===== config.mk =====
export PLATFORM = sky130hd
export DESIGN_NAME = axil_port
export DESIGN_NICKNAME = d
export VERILOG_FILES = /design/src/rtl/bist_pkg.sv /design/src/rtl/axil_port.sv
export SDC_FILE = /design/constraint.sdc
export NUM_CORES = 1
export LEC_CHECK = 0
export ABC_CLOCK_PERIOD_IN_PS = 1100
export BUFFER_PORTS_ARGS = -buffer_cell sky130_fd_sc_hd__clkbuf_2
export CORE_MARGIN = 2
export CORE_UTILIZATION = 39
export DETAILED_ROUTE_END_ITERATION = 6
export PLACE_DENSITY = 0.81
export SLEW_MARGIN = 20
export SYNTH_ARGS = -nofsm -noshare
export SYNTH_HDL_FRONTEND = slang
export SYNTH_SLANG_ARGS = --single-unit

===== constraint.sdc =====
create_clock -name aclk -period 1.1 [get_ports aclk]
set_clock_uncertainty 0.15 [all_clocks]
set_input_delay 0.165 -clock aclk [delete_from_list [all_inputs] [get_ports aclk]]
set_output_delay 0.165 -clock aclk [all_outputs]
set_load 0.005 [all_outputs]

===== src/rtl/bist_pkg.sv =====
// constants for the serial link self-test checker
// Behaviour
// far end sends seven-bit pseudo-random pattern
// check every payload against that pattern
// flag payloads with one to 24 bad bits
// select low gives final only, high adds pulses
// each errored payload pulses result low
// final result high clean, low on errors
// hold result until new test, reset, power-down
// enable high starts self test checking
// enable low stops checking, latches outcome
// pattern plus command turns display outputs off
// far end drops its enable to resume
// pinless far end enters test on zeros
// drive enable low: display off, result active
// local reference synced, compared every cycle
package bist_pkg;
  localparam int unsigned PAYLOAD_W = 24;
  localparam int unsigned SEED_W = 7;
  localparam int unsigned SEED_LSB = 17;
  localparam int unsigned CNT_W = 16;
  localparam logic [4:0] OFF_CTRL = 5'h00;
  localparam logic [4:0] OFF_STATUS = 5'h04;
  localparam logic [4:0] OFF_ERRCNT = 5'h08;
  localparam logic [4:0] OFF_IRQ_STAT = 5'h0c;
  localparam logic [4:0] OFF_IRQ_MASK = 5'h10;
  localparam int unsigned CTRL_EN = 0;
  localparam int unsigned CTRL_MODE = 1;
  localparam int unsigned CTRL_PDN = 2;
  localparam int unsigned CTRL_DRIVE = 3;
  localparam logic [3:0] CTRL_RESET = 4'h4;
  localparam int unsigned IRQ_ERR = 0;
  localparam int unsigned IRQ_DONE = 1;
  localparam logic [1:0] RESP_OKAY = 2'h0;
  localparam logic [1:0] RESP_SLVERR = 2'h2;

  function automatic logic addr_ok(input logic [4:0] a);
    addr_ok = (a == OFF_CTRL) || (a == OFF_STATUS) || (a == OFF_ERRCNT)
      || (a == OFF_IRQ_STAT) || (a == OFF_IRQ_MASK);
  endfunction
endpackage


===== src/rtl/axil_port.sv =====
// axi4-lite slave handshake: write strobe and read capture
`timescale 1ns/10ps
`default_nettype none
module axil_port
  import bist_pkg::*;
(
  input wire logic aclk,
  input wire logic aresetn,
  input wire logic [4:0] s_axi_awaddr,
  input wire logic s_axi_awvalid,
  output logic s_axi_awready,
  input wire logic [31:0] s_axi_wdata,
  input wire logic [3:0] s_axi_wstrb,
  input wire logic s_axi_wvalid,
  output logic s_axi_wready,
  output logic [1:0] s_axi_bresp,
  output logic s_axi_bvalid,
  input wire logic s_axi_bready,
  input wire logic [4:0] s_axi_araddr,
  input wire logic s_axi_arvalid,
  output logic s_axi_arready,
  output logic [31:0] s_axi_rdata,
  output logic [1:0] s_axi_rresp,
  output logic s_axi_rvalid,
  input wire logic s_axi_rready,
  input wire logic [31:0] rd_data,
  output logic wr_en,
  output logic [4:0] wr_addr,
  output logic [7:0] wr_byte
);
  logic aw_have_r;
  logic w_have_r;
  logic [4:0] aw_addr_r;
  logic [7:0] w_byte_r;

  assign s_axi_awready = !aw_have_r && !s_axi_bvalid;
  assign s_axi_wready = !w_have_r && !s_axi_bvalid;
  assign s_axi_arready = !s_axi_rvalid;

  // address and data taken in either order
  always_ff @(posedge aclk)
  begin
    if (!aresetn)
    begin
      aw_have_r <= 1'b0;
      w_have_r <= 1'b0;
      aw_addr_r <= '0;
      w_byte_r <= '0;
      wr_en <= 1'b0;
      wr_addr <= '0;
      wr_byte <= '0;
      s_axi_bvalid <= 1'b0;
      s_axi_bresp <= RESP_OKAY;
    end
    else
    begin
      wr_en <= 1'b0;
      if (s_axi_awvalid && s_axi_awready)
      begin
        aw_have_r <= 1'b1;
        aw_addr_r <= s_axi_awaddr;
      end
      if (s_axi_wvalid && s_axi_wready)
      begin
        w_have_r <= 1'b1;
        w_byte_r <= s_axi_wstrb[0] ? s_axi_wdata[7:0] : 8'h00;
      end
      if (aw_have_r && w_have_r)
      begin
        aw_have_r <= 1'b0;
        w_have_r <= 1'b0;
        wr_en <= addr_ok(aw_addr_r) && (w_byte_r != 8'h00 || 1'b1);
        wr_addr <= aw_addr_r;
        wr_byte <= w_byte_r;
        s_axi_bvalid <= 1'b1;
        s_axi_bresp <= addr_ok(aw_addr_r) ? RESP_OKAY : RESP_SLVERR;
      end
      else if (s_axi_bvalid && s_axi_bready)
        s_axi_bvalid <= 1'b0;
    end
  end

  // read data captured when the address is taken
  always_ff @(posedge aclk)
  begin
    if (!aresetn)
    begin
      s_axi_rvalid <= 1'b0;
      s_axi_rdata <= '0;
      s_axi_rresp <= RESP_OKAY;
    end
    else if (s_axi_arvalid && s_axi_arready)
    begin
      s_axi_rvalid <= 1'b1;
      s_axi_rdata <= rd_data;
      s_axi_rresp <= addr_ok(s_axi_araddr) ? RESP_OKAY : RESP_SLVERR;
    end
    else if (s_axi_rvalid && s_axi_rready)
      s_axi_rvalid <= 1'b0;
  end
endmodule
`default_nettype wire


==> metrics.txt, run 1 <==
Final Hold Vio Count=0; Max Slew Vio Count=0; Vias=3195; Max Cap Viol=0; CP Class=flop to flop; routed wire length=12.0 mm; Die X-Extent=83.0 um; dpl cell area=3260 um2; peak supply drop=0.839 mV; buffers added on ports=110; switch share=29.0%; Setup-failing EPs final=94; largest net degree at the start of global routing=34; CTS Buf Count=9; main flop type after synthesis=dfxtp_1; clk root buf=clkbuf_8; synthesized area=2430 um2; final worst slack=-0.285 ns; register area share after synthesis=53.5%; htree depth=3; Syn Area/Cell=8.30 um2; number of global-route vias before repair=2917; Crit Path Max Fanout=6; Clock power frac=33.7%; CTS Buffer Depth=2; Worst setup EP type=flop; EDFF count, synth=0; Post-Synthesis Cells=293; switching pwr=1.76 mW; Area contributors post-synth=dfxtp_1 (53%), nand2_1 (15%), a21oi_1 (8.2%); TritonCTS clock tree=yes; Clock Sinks=65; HPWL Detailed=4.48 mm; most frequent cells in the layout=clkbuf_2 (92), nand2_1 (54), dlygate4sd3_1 (53); Initial DRC Count=201; Fmax achieved=722 MHz; clock latency on the worst-skew pair=0.33 ns; failing checks=negative setup slack; 1st-pass router iterations=4; Via density=5.30; mean routed wirelength per cell=19.9 um; pwr/cell area=1180 nW/um2; Logic pwr share=23.8%; DRC=0; placer congestion estimate=0.740; Post-Place Cells=476; first-pass GRT wire length=14.6 mm; cell taking the most area after synthesis=dfxtp_1; layout cells sized above 1=68.1%; Async S/R FF share, synth=0%; Flop pwr share=42.6%; RSZ-0062 raised after global routing=true; Top Ports=140; antenna violation net count after detailed routing=0; CP Data Arrival Time=1.47 ns; hold crit path type=primary input to flop; Crit path required time=1.19 ns; CP Launch Type=flop; nets@finish=606; antenna violations before repair=2; Cell Int Power=4.31 mW; row cnt=28; final instance area=5160 um2; synthesis-stage register bit count=65; die area=6880 um2; post-synth top area share=53.5%; FILL cells=266; gr usage total=26.8%; Finished Layout Cells=603; Core Footprint=5990 um2; Tcrit/Tclk final=126%; Syn-to-layout area delta=112%; Die Height=83.0 um; minimum clock period=1.39 ns; Initial Util=40.6%; Fin Hold WS=0.0310 ns; CTS clock-pin slew for the worst setup and hold paths=0.08 ns; commonest non-fill, non-tap cell in the layout=clkbuf_2; status=finished, violations left; YS warnings=0; post-synth cell types=26; grt ovf=0; Pleak=2.48 nW
[logic make-up (layout without fill, tap and decap cells)]
group	count (synthesis)	count (layout)	synth area share, %
buffers and inverters	28	260	7.15
flip-flops	65	65	53.5
other	1	4	0.154
AND/OR/NAND/NOR	132	132	23.5
AO/OA/AOI/OAI	67	67	15.7
[state kept, by name, summed over array words and instances, names as in the netlist]
name          cells
s_axi_bresp       1
aw_addr_r         5
s_axi_rdata      32
s_axi_bvalid      1
aw_have_r         1
s_axi_rresp       1
w_have_r          1
wr_addr           5
w_byte_r          8
s_axi_rvalid      1
wr_en             1
wr_byte           8
[worst max-delay path, cell delays in order, from the launching register on]
cell	delay [ns]
dfxtp_4	0.36
nor2b_4	0.23
buf_6	0.14
clkbuf_16	0.15
nand2_1	0.06
a21oi_1	0.20
[what timing repair did]
action | CTS | global route
gates cloned | 4 | 4
hold endpoints to repair | 49 | 0
resized for setup | 93 | 140
hold buffers | 53 | 0
setup buffers | 27 | 30
setup endpoints to repair | 98 | 115
pin swaps | 30 | 36
[power groups by stage]
stage / Clock (mW) / Sequential [mW] / Combinational [mW]
3_5_place_dp: 0 / 2.60 / 0.667
2_1_floorplan: 0 / 2.60 / 0.342
4_1_cts: 2.04 / 2.56 / 1.08
3_3_place_gp: 0 / 2.59 / 0.648
6_report: 2.04 / 2.58 / 1.44
5_1_grt: 2.15 / 2.59 / 1.51
[path summary, 6_finish.rpt]
| check | from | to | slack (ns) | cells past startpoint |
|---|---|---|---|---|
| worst min-delay path | s_axi_wstrb[0] | w_byte_r[6] | 0.03 | 3 |
| worst max-delay path | s_axi_rvalid | s_axi_rdata[1] | -0.29 | 5 |
| worst max register to register | s_axi_rvalid | s_axi_rdata[1] | -0.29 | 5 |
| worst min register to register | wr_byte[6] | wr_byte[6] | 0.32 | 2 |
[cells in the mapped netlist, types with 4 or more instances]
| library cell | number |
|---|---|
| a21oi_2 | 10 |
| clkbuf_1 | 4 |
| nor2_1 | 6 |
| dfxtp_1 | 65 |
| nand2_2 | 4 |
| buf_4 | 4 |
| nand4_1 | 7 |
| nand3_1 | 6 |
| inv_1 | 4 |
| nand2_1 | 100 |
| a21oi_1 | 40 |
| o21ai_0 | 15 |
| buf_2 | 11 |
[metal layers]
metal,vias to the layer above,GRT usage (%),wire length (um)
met1,1541,27.7,4100
met2,178,49.7,6530
met5,-,0,0
met3,64,5.37,584
li1,1412,-,-
met4,0,15.5,777
[area by class of cell]
cell class | instances | area, um2 | share of cell area (%)
well taps | 75 | 93.8 | 1.82
inverters | 4 | 15.0 | 0.291
flip-flops and latches | 65 | 1380 | 26.7
clock buffers | 9 | 124 | 2.40
repair buffers | 240 | 2020 | 39.2
multi-input cells | 201 | 1450 | 28.1
diodes | 2 | 5.00 | 0.0970
clock inverters | 7 | 71.3 | 1.38
[metrics by stage]
| stage | TNS, ns | setup slack, ns | power (mW) | utilization [%] |
|---|---|---|---|---|
| 2_1_floorplan | -1.01 | -0.0805 | 2.95 | - |
| 3_3_place_gp | -1.91 | -0.0765 | 3.24 | 54.5 |
| 3_5_place_dp | -3.06 | -0.125 | 3.27 | 54.5 |
| 4_1_cts | -7.03 | -0.234 | 5.68 | 75.9 |
| 5_1_grt | -15.54 | -0.317 | 6.25 | 86.1 |
| 6_report | -12.69 | -0.285 | 6.06 | 86.1 |
(Power assumes the default switching activity.)
==> run 2, diff against run 1 <==
--- a/config.mk
+++ b/config.mk
@@ -6,11 +6,11 @@
 export NUM_CORES = 1
 export LEC_CHECK = 0
 export ABC_CLOCK_PERIOD_IN_PS = 1100
-export BUFFER_PORTS_ARGS = -buffer_cell sky130_fd_sc_hd__clkbuf_2
 export CORE_MARGIN = 2
-export CORE_UTILIZATION = 39
+export CORE_UTILIZATION = 50
 export DETAILED_ROUTE_END_ITERATION = 6
-export PLACE_DENSITY = 0.81
+export DONT_BUFFER_PORTS = 1
+export PLACE_DENSITY = 0.74
 export SLEW_MARGIN = 20
 export SYNTH_ARGS = -nofsm -noshare
 export SYNTH_HDL_FRONTEND = slang
==> run 2 against run 1 <==
  * Register-to-register slack better by 0.08 ns
  * The run ends with negative hold slack, negative setup slack left
  * Setup slack improved by 0.082 ns
  * Worst hold slack worse by 0.21 ns
  * Clock power decreased by 2%
==> metrics.txt, run 2 (synthesis gave the netlist of run 1 again) <==
status=finished, violations left; failing checks=negative hold slack, negative setup slack; Pleak=1.55 nW (-37%); Die X-Extent=73.7 um (-11%); buffers added on ports=0 (-100%); hold crit path type=primary input to flop; HPWL Detailed=3.69 mm (-18%); die area=5440 um2 (-21%); Logic pwr share=15.2% (-8.6 points); row cnt=25 (-11%); clk root buf=clkbuf_8; Initial DRC Count=85 (-58%); CTS Buf Count=9 (unchanged); Cell Int Power=4.06 mW (-5.7%); switch share=25.0% (-4.0 points); grt ovf=0 (unchanged); path depth of the worst reg2reg path=5 (unchanged); routed wire length=7.51 mm (-37%); Syn-to-layout area delta=53.9%; TritonCTS clock tree=yes; Final Hold Vio Count=16 (+16); 1st-pass router iterations=4 (unchanged); nets@finish=437 (-28%); DRC=0 (unchanged); Largest regs=s_axi_rdata (32), w_byte_r (8), wr_byte (8); Final Core Density=79.8% (-6.4 points); Initial Util=51.8% (+11 points); CP Data Arrival Time=1.40 ns (-0.07 ns); Tcrit/Tclk final=119% (-7.4 points); number of global-route vias before repair=2195 (-25%); minimum clock period=1.30 ns (-0.0815 ns); first-pass GRT wire length=9.89 mm (-32%); final worst slack=-0.204 ns (+0.0815 ns); clock latency on the worst-skew pair=0.32 ns (about the same); Fmax achieved=767 MHz (+6.3%); most frequent cells in the layout=nand2_1 (69), dfxtp_1 (61), dlygate4sd3_1 (42); mean routed wirelength per cell=18.3 um (-7.9%); Vias=2265 (-29%); antenna violation net count after detailed routing=0 (unchanged); peak supply drop=1.08 mV (+29%); Top reg by flops=s_axi_rdata; Top Ports=140 (unchanged); switching pwr=1.36 mW (-23%); Die Height=73.7 um (-11%); Max Cap Viol=0 (unchanged); Crit path required time=1.19 ns (about the same); max FFs per register=32 (unchanged); gr usage total=24.3% (-2.5 points); CTS Buffer Depth=2 (unchanged); Flop pwr share=47.9% (+5.3 points); htree depth=3 (unchanged); placer congestion estimate=0.710 (-4.1%); Crit Path Max Fanout=10 (+4); Worst setup EP type=flop; Setup-failing EPs final=53 (-44%); Setup TNS=-3.91 ns (+8.78 ns); Clock Sinks=65 (unchanged); Via density=5.52 (+4.3%); Clock power frac=36.9% (+3.2 points); antenna violations before repair=0 (-2); commonest non-fill, non-tap cell in the layout=nand2_1; largest net degree at the start of global routing=34 (unchanged); RSZ-0062 raised after global routing=true; Finished Layout Cells=410 (-32%); Fin Hold WS=-0.178 ns (-0.209 ns); pwr/cell area=1450 nW/um2 (+23%); CP Launch Type=flop; CTS clock-pin slew for the worst setup and hold paths=0.07 ns (about the same); Max Slew Vio Count=0 (unchanged); n_diodes=0 (-2); Hold Path Depth=2 (-1); Core Footprint=4690 um2 (-22%); Post-Place Cells=342 (-28%); CP Class=flop to flop; layout cells sized above 1=34.8% (-33 points)
-- run 2: final cells by class --
| type | instances | area (um2) |
|---|---|---|
| Timing Repair Buffer | 71 | 868 |
| Sequential cell | 65 | 1320 |
| Multi-Input combinational cell | 201 | 1280 |
| Clock inverter | 3 | 40.0 |
| Tap cell | 54 | 67.6 |
| Inverter | 4 | 15.0 |
| Clock buffer | 12 | 155 |
| Fill cell | 281 | 950 |
-- run 2: worst paths after layout --
| path | startpoint | end | slack [ns] |
|---|---|---|---|
| hold / removal | aresetn | w_byte_r[0] | -0.18 |
| setup reg to reg | s_axi_rvalid | s_axi_rdata[24] | -0.20 |
| hold reg to reg | w_byte_r[0] | w_byte_r[0] | 0.30 |
| setup / recovery | s_axi_rvalid | s_axi_rdata[24] | -0.20 |
-- run 2: repair_timing --
action | in CTS | in global routing
pin swaps | 7 | 17
setup buffers | 3 | 5
hold buffers | 41 | 1
resized for setup | 16 | 67
setup endpoints to repair | 23 | 67
cloned | 2 | 2
hold endpoints to repair | 49 | 16
-- run 2: per-stage QoR --
stage	setup WS (ns)	instance area (um2)	power, mW
after CTS	-0.128	3430	5.24
after global routing	-0.233	3740	5.62
after floorplan	-0.0805	2560	2.95
after detailed placement	-0.0547	2680	3.06
final	-0.204	3740	5.42
after global placement	-0.00860	2680	3.04
-- run 2: critical path, stage by stage (launching register included) --
cell and delay, ns:
dfxtp_4 0.37, nand2b_4 0.17, buf_6 0.12, buf_12 0.12, nand2_1 0.08, a21oi_2 0.20
-- run 2: layer usage --
metal	share of wire, %	global-route usage, %	up-vias
met5	0	0	-
met4	3.3	12.3	0
met3	6.3	6.86	27
met2	53	43.6	108
met1	38	25.8	1057
li1	-	-	1073
-- run 2: power groups by stage --
| stage | combinational, mW | clock [mW] | sequential, mW |
|---|---|---|---|
| after floorplan | 0.342 | 0 | 2.60 |
| after global placement | 0.421 | 0 | 2.62 |
| after detailed placement | 0.435 | 0 | 2.62 |
| after CTS | 0.644 | 2.02 | 2.57 |
| after global routing | 0.883 | 2.14 | 2.60 |
| final | 0.824 | 2.00 | 2.59 |
==> run 3, diff against run 2 <==
--- a/config.mk
+++ b/config.mk
@@ -6,11 +6,13 @@
 export NUM_CORES = 1
 export LEC_CHECK = 0
 export ABC_CLOCK_PERIOD_IN_PS = 1100
+export CELL_PAD_IN_SITES_DETAIL_PLACEMENT = 1
+export CELL_PAD_IN_SITES_GLOBAL_PLACEMENT = 2
 export CORE_MARGIN = 2
-export CORE_UTILIZATION = 50
+export CORE_UTILIZATION = 29
 export DETAILED_ROUTE_END_ITERATION = 6
 export DONT_BUFFER_PORTS = 1
-export PLACE_DENSITY = 0.74
+export PLACE_DENSITY = 0.79
 export SLEW_MARGIN = 20
 export SYNTH_ARGS = -nofsm -noshare
 export SYNTH_HDL_FRONTEND = slang
==> run 3 against run 2 <==
  * The run still ends with negative hold slack, negative setup slack left
  * Combinational power rose by 24%
  * Worst hold slack improved by 0.0059 ns
  * Die area rose by 68%
  * Critical path depth did not move
  * Sequential power barely moved
  * Highest routed layer unchanged
==> metrics.txt, run 3 (synthesis gave the netlist of run 1 again) <==
final worst slack=-0.167 ns (+0.0364 ns); Via density=4.80 (-13%); failing checks=negative hold slack, negative setup slack; nets@finish=445 (+1.8%); CP Class=flop to flop; delay-heaviest family, CP=flip-flops; number of global-route vias before repair=2169 (-1.2%); worst slack, placed=-0.125 ns (-0.0702 ns); Crit path required time=1.21 ns (+0.02 ns); CTS Buf Count=9 (unchanged); Tcrit/Tclk final=115% (-3.3 points); Final Hold Vio Count=15 (-1); clk root buf=clkbuf_8; commonest non-fill, non-tap cell in the layout=dfxtp_1; max incr delay on CP=0.37 ns (about the same); gr usage total=16.0% (-8.3 points); Pwr Total=5.81 mW (+7.3%); htree depth=3 (unchanged); pwr/cell area=1380 nW/um2 (-4.6%); Die Height=95.6 um (+30%); TritonCTS clock tree=yes; Pleak=1.79 nW (+15%); Cell Chain, Critical Path=nor3b_4, buf_6, clkbuf_16, nand4_1, o21ai_1; Seq. cell area=1330 um2 (+0.67%); RSZ-0062 raised after global routing=true; mean routed wirelength per cell=18.8 um (+2.7%); most frequent cells in the layout=dfxtp_1 (52), nand2_4 (45), a21oi_2 (43); 1st-pass router iterations=4 (unchanged); placer congestion estimate=0.725 (+2.1%); Core Footprint=8180 um2 (+74%); Initial Util=29.8% (-22 points); Top reg by flops=s_axi_rdata; Largest regs=s_axi_rdata (32), w_byte_r (8), wr_byte (8); Vias=2252 (-0.57%); HPWL Detailed=4.54 mm (+23%); layout cells sized above 1=50.8% (+16 points); Finished Layout Cells=469 (+14%); first-pass GRT wire length=11.0 mm (+11%); routed wire length=8.83 mm (+17%); antenna violation net count after detailed routing=0 (unchanged); worst path bufs/invs=2 (unchanged); Worst setup EP type=flop; Top Ports=140 (unchanged); Multi-input gate area=1520 um2 (+19%); buffers added on ports=0 (unchanged); clock latency on the worst-skew pair=0.33 ns (about the same); peak supply drop=0.631 mV (-42%); minimum clock period=1.27 ns (-0.0364 ns); FILL cells=865 (+210%); CTS clock-pin slew for the worst setup and hold paths=0.07 ns (about the same); max FFs per register=32 (unchanged); CP Launch Type=flop; Max Cap Viol=0 (unchanged); status=finished, violations left; DRC=0 (unchanged); Fmax achieved=789 MHz (+2.9%); die area=9140 um2 (+68%); Die X-Extent=95.6 um (+30%); Max Slew Vio Count=0 (unchanged); Crit Path Max Fanout=4 (-6); Post-Place Cells=396 (+16%); CTS Buffer Depth=2 (unchanged); Fin Hold WS=-0.172 ns (+0.00590 ns); grt ovf=0 (unchanged); hold crit path type=primary input to flop; n_diodes=0 (unchanged); antenna violations before repair=0 (unchanged); Setup-failing EPs final=67 (+26%); Clock Sinks=65 (unchanged); Initial DRC Count=34 (-60%); Critical Path Slowest Stage Cell=dfxtp_4; largest net degree at the start of global routing=35 (+2.9%); row cnt=33 (+32%); CP Data Arrival Time=1.38 ns (-0.02 ns); Syn-to-layout area delta=73.1%
[run 3: worst paths after layout]
check / start / slack (ns) / cells after the start / end
max reg2reg: w_have_r / -0.17 / 5 / w_byte_r[2]
max: w_have_r / -0.17 / 5 / w_byte_r[2]
min: aresetn / -0.17 / 2 / w_byte_r[0]
min reg2reg: w_byte_r[0] / 0.31 / 2 / wr_byte[0]
[run 3: layout make-up]
| type | instances | share of cell area (%) |
|---|---|---|
| clock inverters | 2 | 0.832 |
| repair buffers | 79 | 23.8 |
| clock buffers | 13 | 4.25 |
| flip-flops and latches | 65 | 31.5 |
| well taps | 105 | 3.12 |
| multi-input cells | 201 | 36.2 |
| inverters | 4 | 0.357 |
[run 3: through the flow]
| step | hold WS (ns) | TNS, ns | cell area [um2] | utilization [%] |
|---|---|---|---|---|
| 3_3_place_gp | 0.146 | -0.509 | 2750 | 33.6 |
| 6_report | -0.172 | -6.20 | 4210 | 51.5 |
| 3_5_place_dp | 0.156 | -1.14 | 2750 | 33.6 |
| 5_1_grt | -0.186 | -9.69 | 4210 | 51.5 |
| 2_1_floorplan | 0.145 | -1.01 | 2560 | - |
| 4_1_cts | -0.201 | -4.79 | 3510 | 42.9 |
[run 3: per-layer routing]
metal  global-route usage [%]  up-vias  wire length [um]
met1                     18.2     1077              3340
met3                     5.69       11               576
met2                     26.5       72              4780
met5                        0        -                 0
li1                         -     1092                 -
met4                     7.86        0               132
[run 3: report_power, final]
group	internal, mW	switching [mW]	total [mW]
clock network	1.28	0.904	2.18
logic	0.544	0.475	1.02
registers	2.47	0.135	2.61
[run 3: what timing repair did]
action                                  4_1_cts  5_1_grt
endpoints found under the setup margin       35       70
endpoints found under the hold margin        49       15
hold buffers                                 40        1
setup buffers                                 3        6
pin swaps                                     5       68
cloned                                        2        7
gates resized for setup                      21      149
